==> src/rtl/core_index_regs.vh <==
/*
 * Constants for the identification register bank: selector codes for
 * coprocessor reads and writes, field positions and fixed field values.
 * Assumes it is included by bare name from the bank's design files.
 */
`ifndef CORE_INDEX_REGS_VH
`define CORE_INDEX_REGS_VH

// selector codes: opcode1, CRn, CRm, opcode2
`define SEL_OPC1_ID 3'h0
`define SEL_CRN_ID 4'h0
`define SEL_CRM_ID 4'h0
`define SEL_CRM_FEAT 4'h1
`define SEL_OPC2_MAIN 3'h0
`define SEL_OPC2_CACHE 3'h1
`define SEL_OPC2_TCM 3'h2
`define SEL_OPC2_TLB 3'h3
`define SEL_OPC2_AFF 3'h5
`define SEL_OPC2_FEAT0 3'h0
`define SEL_CRN_IMPL 4'hF
`define SEL_OPC1_PWR 3'h0
`define SEL_OPC1_CBASE 3'h4
`define SEL_OPC1_TLBDBG 3'h5
`define SEL_CRM_TLB_WR 4'h4
`define SEL_CRM_TLB_VA 4'h5
`define SEL_CRM_TLB_PA 4'h6
`define SEL_OPC2_TLB_WR 3'h4
`define SEL_OPC2_TLB_DBG 3'h2
`define SEL_OPC2_ZERO 3'h0

// cache type fields
`define CACHE_FORMAT 3'h4
`define CACHE_L1_VIRTUAL_INDEX_PHYSICAL_TAG 2'h2

// translation buffer type fields
`define TLB_INSTR_LOCKABLE 8'h00
`define TLB_DATA_LOCKABLE 8'h04
`define TLB_DEPTH_LARGE 128
`define TLB_UNIFIED 1'h0

// affinity fields
`define AFF_MP_FORMAT 1'h1

// processor feature 0 state codes
`define FEAT_INSTR_STATE_FIELD_3 4'h1
`define FEAT_INSTR_STATE_FIELD_2 4'h2
`define FEAT_INSTR_STATE_FIELD_1 4'h3
`define FEAT_STATE0 4'h1

// tightly coupled memory type: none present
`define TCM_NONE 32'h00000000

// power control: latency field position
`define PWR_LAT_LSB 8
`define PWR_RESET 32'h00000000

// configuration base: kept bits [31:13]
`define CBASE_LSB 13
`define CBASE_RESET 19'h00000

`endif

==> src/rtl/cfg_capture.v <==
/*
 * Captures a configuration input bus once, at the first clock edge after
 * reset release, and holds it until the next reset.
 * Assumes the input is steady around the reset release.
 */
`timescale 1ns/1ps
module cfg_capture #(
   parameter W = 4
) (
   input wire ref_clk,
   input wire arst_n,
   input wire [W-1:0] din,
   output reg [W-1:0] dout,
   output reg loaded
);

   // strap capture after release, never under the async reset
   always @(posedge ref_clk or negedge arst_n) begin
      if (!arst_n) begin
         dout <= {W{1'b0}};
         loaded <= 1'b0;
      end else if (!loaded) begin
         dout <= din;
         loaded <= 1'b1;
      end
   end

endmodule // cfg_capture

==> src/rtl/core_index_bank.v <==
/*
 * Identification and feature register bank of the system control
 * coprocessor, with the power control, configuration base and main TLB
 * debug registers. Accesses arrive as one-cycle requests carrying the
 * coprocessor selector, mode and security state; each is answered one
 * cycle later with read data or an undefined-instruction flag.
 * Assumes the core pipeline holds requests to one per cycle and that the
 * configuration inputs are steady around reset release.
 */
//
// Functional notes
// - main id: implementor top byte, variant, format, part number, minor revision
// - one copy for both worlds; privileged access only
// - cache type gives log2 words of smallest data and instruction lines
// - level one instruction policy reads binary 10, virtual index physical tag
// - cache type format in 31:29, granules 27:24 and 23:20, zeros in bit 28 and 13:4
// - zero instruction lockable entries, four data lockable entries
// - bit 1 set for a 128-entry buffer, clear for 64
// - bit 0 clear: single unified translation buffer
// - affinity bit 31 always one
// - affinity bit 30 zero when multicore, one when single core
// - cluster number from captured inputs when multicore, else zero
// - core index in bits 1:0, below configured core count, at most three
// - feature 0: upper half zero, state codes 1,2,3,1
// - config base zero single core, else reset to peripheral base 31:13
// - power control reset value built from the latency inputs
// - main TLB debug registers refused in the non-secure world
// - config base written only in secure privileged mode
// - tightly coupled memory type reports none present
// - selector decode by opcode1, CRn, CRm, opcode2
`timescale 1ns/1ps
`include "core_index_regs.vh"
module core_index_bank #(
   parameter IMPLEMENTOR = 8'h00, // arbitrary value
   parameter VARIANT = 4'h0,
   parameter ARCH_FORMAT = 4'hF,
   parameter PART_NUMBER = 12'h000, // arbitrary value
   parameter REVISION = 4'h0,
   parameter DATA_LINE_LOG2 = 4'h3,
   parameter INSTR_LINE_LOG2 = 4'h3,
   parameter WRITEBACK_GRANULE = 4'h4,
   parameter EXCL_GRANULE = 4'h4,
   parameter TLB_ENTRIES = 64,
   parameter MULTI_CORE = 1,
   parameter NUM_CORES = 1,
   parameter CORE_INDEX = 2'h0
) (
   input wire ref_clk,
   input wire arst_n,
   input wire req_valid,
   input wire req_write,
   input wire [2:0] req_opc1,
   input wire [3:0] req_crn,
   input wire [3:0] req_crm,
   input wire [2:0] req_opc2,
   input wire [31:0] req_wdata,
   input wire req_privileged,
   input wire req_secure,
   input wire [3:0] cluster_select_inputs,
   input wire [18:0] peripheral_base_inputs,
   input wire [2:0] max_clock_latency_inputs,
   output reg rsp_valid,
   output reg rsp_undef,
   output reg [31:0] rsp_rdata,
   output reg [31:0] power_control,
   output reg init_done
);

   wire [3:0] cluster_cap;
   wire [18:0] pbase_cap;
   wire [2:0] lat_cap;
   wire cluster_ok;
   wire pbase_ok;
   wire lat_ok;
   wire caps_ok;

   // straps caught once after reset release
   cfg_capture #(.W(4)) cap_cluster (
      .ref_clk(ref_clk),
      .arst_n(arst_n),
      .din(cluster_select_inputs),
      .dout(cluster_cap),
      .loaded(cluster_ok)
   );

   cfg_capture #(.W(19)) cap_pbase (
      .ref_clk(ref_clk),
      .arst_n(arst_n),
      .din(peripheral_base_inputs),
      .dout(pbase_cap),
      .loaded(pbase_ok)
   );

   cfg_capture #(.W(3)) cap_lat (
      .ref_clk(ref_clk),
      .arst_n(arst_n),
      .din(max_clock_latency_inputs),
      .dout(lat_cap),
      .loaded(lat_ok)
   );

   assign caps_ok = cluster_ok & pbase_ok & lat_ok;

   // fixed read values of the identification registers
   wire [31:0] main_identification;
   wire [31:0] cache_type;
   wire [31:0] tightly_coupled_memory_type;
   wire [31:0] translation_buffer_type;
   wire [31:0] multiprocessor_affinity;
   wire [31:0] processor_feature_0;
   wire translation_buffer_depth_flag;
   wire [3:0] cluster_number;
   wire [1:0] core_index;
   wire uni_flag;

   assign main_identification = {IMPLEMENTOR[7:0], VARIANT[3:0], ARCH_FORMAT[3:0],
                                 PART_NUMBER[11:0], REVISION[3:0]};
   assign cache_type = {`CACHE_FORMAT, 1'b0, WRITEBACK_GRANULE[3:0],
                        EXCL_GRANULE[3:0], DATA_LINE_LOG2[3:0],
                        `CACHE_L1_VIRTUAL_INDEX_PHYSICAL_TAG, 10'h000, INSTR_LINE_LOG2[3:0]};
   assign tightly_coupled_memory_type = `TCM_NONE;
   assign translation_buffer_depth_flag = (TLB_ENTRIES == `TLB_DEPTH_LARGE);
   assign translation_buffer_type = {8'h00, `TLB_INSTR_LOCKABLE, `TLB_DATA_LOCKABLE,
                                     6'h00, translation_buffer_depth_flag,
                                     `TLB_UNIFIED};
   assign uni_flag = (MULTI_CORE == 0) ? 1'b1 : 1'b0;
   assign cluster_number = uni_flag ? 4'h0 : cluster_cap;
   // index forced to zero unless below the configured core count
   assign core_index = (CORE_INDEX >= NUM_CORES) ? 2'h0 : CORE_INDEX[1:0];
   assign multiprocessor_affinity = {`AFF_MP_FORMAT, uni_flag, 18'h00000,
                                     cluster_number, 6'h00, core_index};
   assign processor_feature_0 = {16'h0000, `FEAT_INSTR_STATE_FIELD_3, `FEAT_INSTR_STATE_FIELD_2,
                                 `FEAT_INSTR_STATE_FIELD_1, `FEAT_STATE0};

   // writable state
   reg [18:0] cbase_reg;
   reg [18:0] cbase_next;
   reg [31:0] tlb_va_reg;
   reg [31:0] tlb_va_next;
   reg [31:0] tlb_pa_reg;
   reg [31:0] tlb_pa_next;
   reg [31:0] pwr_next;
   reg init_next;

   // selector decode
   wire is_id_grp;
   wire is_feat_grp;
   wire is_impl_grp;
   wire sel_main;
   wire sel_cache;
   wire sel_tcm;
   wire sel_tlb;
   wire sel_aff;
   wire sel_feat0;
   wire sel_pwr;
   wire sel_cbase;
   wire sel_tlb_wr;
   wire sel_tlb_va;
   wire sel_tlb_pa;
   wire sel_dbg;
   wire sel_ro_id;

   assign is_id_grp = (req_opc1 == `SEL_OPC1_ID) && (req_crn == `SEL_CRN_ID) &&
                      (req_crm == `SEL_CRM_ID);
   assign is_feat_grp = (req_opc1 == `SEL_OPC1_ID) && (req_crn == `SEL_CRN_ID) &&
                        (req_crm == `SEL_CRM_FEAT);
   assign is_impl_grp = (req_crn == `SEL_CRN_IMPL);
   assign sel_main = is_id_grp && (req_opc2 == `SEL_OPC2_MAIN);
   assign sel_cache = is_id_grp && (req_opc2 == `SEL_OPC2_CACHE);
   assign sel_tcm = is_id_grp && (req_opc2 == `SEL_OPC2_TCM);
   assign sel_tlb = is_id_grp && (req_opc2 == `SEL_OPC2_TLB);
   assign sel_aff = is_id_grp && (req_opc2 == `SEL_OPC2_AFF);
   assign sel_feat0 = is_feat_grp && (req_opc2 == `SEL_OPC2_FEAT0);
   assign sel_pwr = is_impl_grp && (req_opc1 == `SEL_OPC1_PWR) &&
                    (req_crm == 4'h0) && (req_opc2 == `SEL_OPC2_ZERO);
   assign sel_cbase = is_impl_grp && (req_opc1 == `SEL_OPC1_CBASE) &&
                      (req_crm == 4'h0) && (req_opc2 == `SEL_OPC2_ZERO);
   assign sel_tlb_wr = is_impl_grp && (req_opc1 == `SEL_OPC1_TLBDBG) &&
                       (req_crm == `SEL_CRM_TLB_WR) && (req_opc2 == `SEL_OPC2_TLB_WR);
   assign sel_tlb_va = is_impl_grp && (req_opc1 == `SEL_OPC1_TLBDBG) &&
                       (req_crm == `SEL_CRM_TLB_VA) && (req_opc2 == `SEL_OPC2_TLB_DBG);
   assign sel_tlb_pa = is_impl_grp && (req_opc1 == `SEL_OPC1_TLBDBG) &&
                       (req_crm == `SEL_CRM_TLB_PA) && (req_opc2 == `SEL_OPC2_TLB_DBG);
   assign sel_dbg = sel_tlb_wr | sel_tlb_va | sel_tlb_pa;
   assign sel_ro_id = sel_main | sel_cache | sel_tcm | sel_tlb | sel_aff | sel_feat0;

   // access legality: config base open to reads, user mode refused elsewhere
   reg legal;
   reg [31:0] rdata_sel;
   wire secure_priv;

   // write permission of the configuration base register
   assign secure_priv = req_secure && req_privileged;

   always @* begin
      legal = 1'b0;
      rdata_sel = 32'h00000000;
      if (sel_cbase) begin
         // readable from every mode and world, written by secure privileged code
         legal = !req_write || secure_priv;
         rdata_sel = (MULTI_CORE != 0) ? {cbase_reg, 13'h0000} : 32'h00000000;
      end else if (!req_privileged) begin
         legal = 1'b0;
      end else if (sel_ro_id) begin
         legal = !req_write;
         rdata_sel = sel_main ? main_identification :
                     sel_cache ? cache_type :
                     sel_tcm ? tightly_coupled_memory_type :
                     sel_tlb ? translation_buffer_type :
                     sel_aff ? multiprocessor_affinity : processor_feature_0;
      end else if (sel_pwr) begin
         legal = !req_write || req_secure;
         rdata_sel = power_control;
      end else if (sel_dbg) begin
         legal = req_secure && !(sel_tlb_wr && !req_write);
         rdata_sel = sel_tlb_va ? tlb_va_reg : tlb_pa_reg;
      end
   end

   // write strobes, one per writable register
   wire wr_take;
   wire wr_pwr;
   wire wr_cbase;
   wire wr_tlb_va;
   wire wr_tlb_pa;

   assign wr_take = req_valid && req_write && legal;
   assign wr_pwr = wr_take && sel_pwr;
   assign wr_cbase = wr_take && sel_cbase && (MULTI_CORE != 0);
   assign wr_tlb_va = wr_take && sel_tlb_va;
   assign wr_tlb_pa = wr_take && sel_tlb_pa;

   // next state of writable registers and the one-shot strap load
   always @* begin
      cbase_next = cbase_reg;
      tlb_va_next = tlb_va_reg;
      tlb_pa_next = tlb_pa_reg;
      pwr_next = power_control;
      init_next = init_done;
      if (caps_ok && !init_done) begin
         init_next = 1'b1;
         pwr_next = `PWR_RESET | ({29'h00000000, lat_cap} << `PWR_LAT_LSB);
         cbase_next = (MULTI_CORE != 0) ? pbase_cap : `CBASE_RESET;
      end else begin
         if (wr_pwr) begin
            pwr_next = req_wdata;
         end
         if (wr_cbase) begin
            cbase_next = req_wdata[31:`CBASE_LSB];
         end
         if (wr_tlb_va) begin
            tlb_va_next = req_wdata;
         end
         if (wr_tlb_pa) begin
            tlb_pa_next = req_wdata;
         end
      end
   end

   // state registers
   always @(posedge ref_clk or negedge arst_n) begin
      if (!arst_n) begin
         cbase_reg <= `CBASE_RESET;
         tlb_va_reg <= 32'h00000000;
         tlb_pa_reg <= 32'h00000000;
         power_control <= `PWR_RESET;
         init_done <= 1'b0;
      end else begin
         cbase_reg <= cbase_next;
         tlb_va_reg <= tlb_va_next;
         tlb_pa_reg <= tlb_pa_next;
         power_control <= pwr_next;
         init_done <= init_next;
      end
   end

   // registered answer, one cycle after the request
   always @(posedge ref_clk or negedge arst_n) begin
      if (!arst_n) begin
         rsp_valid <= 1'b0;
         rsp_undef <= 1'b0;
         rsp_rdata <= 32'h00000000;
      end else begin
         rsp_valid <= req_valid;
         rsp_undef <= req_valid && !legal;
         rsp_rdata <= (req_valid && legal && !req_write) ? rdata_sel : 32'h00000000;
      end
   end

endmodule // core_index_bank

==> config.mk <==
export PLATFORM = sky130hd
export DESIGN_NAME = core_index_bank
export DESIGN_NICKNAME = d
export VERILOG_FILES = /design/src/rtl/cfg_capture.v /design/src/rtl/core_index_bank.v
export VERILOG_INCLUDE_DIRS = /design/src /design/src/rtl
export SDC_FILE = /design/constraint.sdc
export NUM_CORES = 1
export LEC_CHECK = 0
export BUFFER_PORTS_ARGS = -buffer_cell sky130_fd_sc_hd__clkbuf_2
export CAP_MARGIN = 20
export CORE_ASPECT_RATIO = 0.9
export CORE_MARGIN = 8
export CORE_UTILIZATION = 35
export DETAILED_ROUTE_END_ITERATION = 10
export GPL_TIMING_DRIVEN = 0
export PLACE_DENSITY = 0.63
export SYNTH_ARGS = -nofsm -noshare
export SYNTH_HDL_FRONTEND = slang
export SYNTH_HIERARCHICAL = 1
export SYNTH_SLANG_ARGS = --single-unit
==> constraint.sdc <==
create_clock -name ref_clk -period 3.5 [get_ports ref_clk]
set_clock_uncertainty 0.15 [all_clocks]
set_input_delay 0.175 -clock ref_clk [delete_from_list [all_inputs] [get_ports ref_clk]]
set_output_delay 0.175 -clock ref_clk [all_outputs]
set_load 0.005 [all_outputs]
==> flow_metrics.tcl <==
set metrics [dict create \
    die_x_um 174 \
    cp-end-kind "flip-flop" \
    netlist.area_leader.share_pct 57.1 \
    met3_usage_pct 5.60 \
    holdPathStages 5 \
    clk_latency_ns 0.43 \
    grt.met2_usage_pct 29.5 \
    fin_nets 984 \
    synthCells 681 \
    critPathMaxFanout 10 \
    ys_ff_latch 179 \
    seqPwrFrac_pct 50.2 \
    p_int_w 0.00345 \
    fmax_mhz 324 \
    avgSynthCellArea_um2 11.5 \
    slew_violations 0 \
    clk_path_buf_depth 2 \
    ys.flop_type "dfrtp_1" \
    grt_pass1_vias 6670 \
    swShare_pct 24.5 \
    synth_edf_count 0 \
    hpwl_um 17300 \
    power.switching_w 0.00112 \
    r2r_end "cbase_reg[16]" \
    crit_family "simple AND/OR/NAND/NOR gates" \
    cp.arrival_ns 3.25 \
    start_util_pct 35.2 \
    grt_max_degree 93 \
    yosys.cell_types.count 59 \
    reg2reg_depth 6 \
    dp_cells 1124 \
    portBuffers 144 \
    setup-violations-final 0 \
    r2r_start "cap_cluster/loaded" \
    cts_made_buffers 17 \
    worstPathRequired_ns 3.67 \
    combPwrFrac_pct 9.1 \
    clock_sinks 179 \
    yosysWarnings 6 \
    cp-start-kind "input port" \
    die_y_um 158 \
    peakVddDrop_mv 0.318 \
    ys_seq_area_share_pct 57.1 \
    rows 52 \
    max_stage_delay_ns 0.65 \
    avgRoutedWirePerCell_um 20.1 \
    synthTopCellsByCount "dfrtp_1 (179), nand2_1 (123), mux2_2 (76)" \
    yosysMostFrequentCell "dfrtp_1" \
    cts_tree "yes" \
    cap_viol_max_count 0 \
    root_buffer "clkbuf_16" \
    syn_area_mm2 0.00784 \
    status "finished, final reports clean" \
    slew_headroom_pct 36.0 \
    min_to "power_control[31]" \
    area_growth_pct 29.4 \
    synth_area_leaders "dfrtp_1 (57%), mux2_2 (11%), nand2_1 (5.9%)" \
    cp_slowest_cell "a2111oi_4" \
    drtPass1Iterations 8 \
    io_pins 145 \
    synth_area_leader_cell "dfrtp_1" \
    setup_ws_ns 0.417 \
    clockPowerShare_pct 40.6 \
    met1_usage_pct 22.7 \
    core_mm2 0.0223 \
    rsz0062_at_grt "false" \
    cellPowerDensity_mw_per_mm2 451 \
    ys_async_sr_fraction_pct 100 \
    crit_chain "clkbuf_2, nand4bb_1, nor3_1, buf_4, and2_1, buf_2, nand4_1, a2111oi_4, buf_6, mux2_2" \
    overflow 0 \
    top_usage_layer "met2" \
    fin_util_pct 45.6 \
    worstHoldPathType "input port to flip-flop" \
    fin_crit_ns 3.08 \
    hold_viol_final 0 \
    htreeDepth 4 \
    post-place-ws_ns 0.0291 \
    grt_usage_pct 17.9 \
    vias 6350 \
    finalCritPeriodShare_pct 88.1 \
    drt-vias-per-instance 5.22 \
    tightestPinTransition_ns 0.956 \
    antenna_left 0 \
    antenna_found_initial 0 \
    grt_pass1_wl_um 38000 \
    r2r_slack_ns 0.81 \
    worstSetupPathType "input port to flip-flop" \
    cp_num_buf_inv 4 \
    antennaDiodeCount 0 \
    setup_tns_ns 0 \
    synth_fp_nets 759 \
    clk_pin_slew_ns 0.06 \
    drcViolationCount 0 \
    drt_iter0_markers 598 \
    wirelength_um 24500 \
    finalWeightedCongestion 0.843 \
    drive_gt1_share_pct 32.1 \
    min-delay-start "req_secure" \
    die_area_mm2 0.0275 \
    p_leak_nw 4.72 \
    fin_hold_ws_ns 0.0756 \
    finalNonFillerCells 1216 \
]
[worst max path at each step]
stage,from,endpoint,cells after the start
after detailed placement,req_opc2[2],tlb_va_reg[12],10
after global placement,arst_n,cap_pbase/dout[15],1
after CTS,req_opc2[2],tlb_va_reg[19],10
after floorplan,req_crm[2],tlb_va_reg[0],6
final,req_opc2[2],tlb_va_reg[12],10
after global routing,req_crm[1],tlb_va_reg[19],10
[worst min-delay path: stages]
cell	delay, ns
clkbuf_2	0.12
nand3_1	0.12
nor4_2	0.08
nand2_1	0.07
a21oi_1	0.06
[cell families (layout without fill, tap and decap cells)]
family                    after synthesis  after routing  share of synthesized area (%)
and+or+nand+nor                       220            220                           13.3
DFF                                   179            179                           57.1
AOI/OAI and AO/OA                     140            140                           12.7
muxes                                  90             90                           13.4
buffers and inverters                  48            286                           3.22
other                                   3              3                          0.144
xor gates and xnor gates                1              1                          0.112
[through the flow]
stage               cell area (um^2)  power [W]
finish                         10100    0.00458
global route                   10100    0.00476
CTS                            10100    0.00461
detailed placement              8980    0.00271
global placement                8930    0.00269
floorplan                       7840    0.00249
[timing repair]
action	CTS	global route
gates resized for setup	0	0
hold buffers	60	0
endpoints found under the hold margin	230	0
buffers inserted	0	0
[power by group through the flow]
| stage | Combinational [W] | Clock, W | Sequential (W) |
|---|---|---|---|
| after CTS | 0.000427 | 0.00189 | 0.00230 |
| after detailed placement | 0.000369 | 0 | 0.00234 |
| after floorplan | 0.000190 | 0 | 0.00230 |
| after global routing | 0.000472 | 0.00197 | 0.00231 |
| final | 0.000419 | 0.00186 | 0.00230 |
| after global placement | 0.000357 | 0 | 0.00233 |
[layer usage]
metal | routed length, um | up-vias
li1 | - | 2909
met1 | 10800 | 3202
met2 | 11600 | 214
met3 | 1740 | 25
met4 | 311 | 0
met5 | 0 | -
[area by class of cell]
| cell class | instances | area [um^2] |
|---|---|---|
| buffer | 46 | 245 |
| clock buffer | 22 | 474 |
| clock inverter | 10 | 96.3 |
| fill | 2116 | 12100 |
| inverter | 2 | 7.51 |
| multi-input combinational | 454 | 3110 |
| sequential | 179 | 4480 |
| tap | 297 | 372 |
| timing repair buffer | 206 | 1370 |
[layout by cell type, fill, tap and decap left out, types with 9 or more instances in the layout]
master and instances:
a21oi_1 42, a222oi_1 18, a31oi_1 20, buf_2 9, clkbuf_1 27, clkbuf_16 17, clkbuf_2 143, dfrtp_1 179
dlygate4sd3_1 60, mux2_2 76, mux2_4 10, nand2_1 123, nand3_1 14, nor2_1 33, o21ai_0 20
Note: power is estimated with default switching activity, not from simulation.
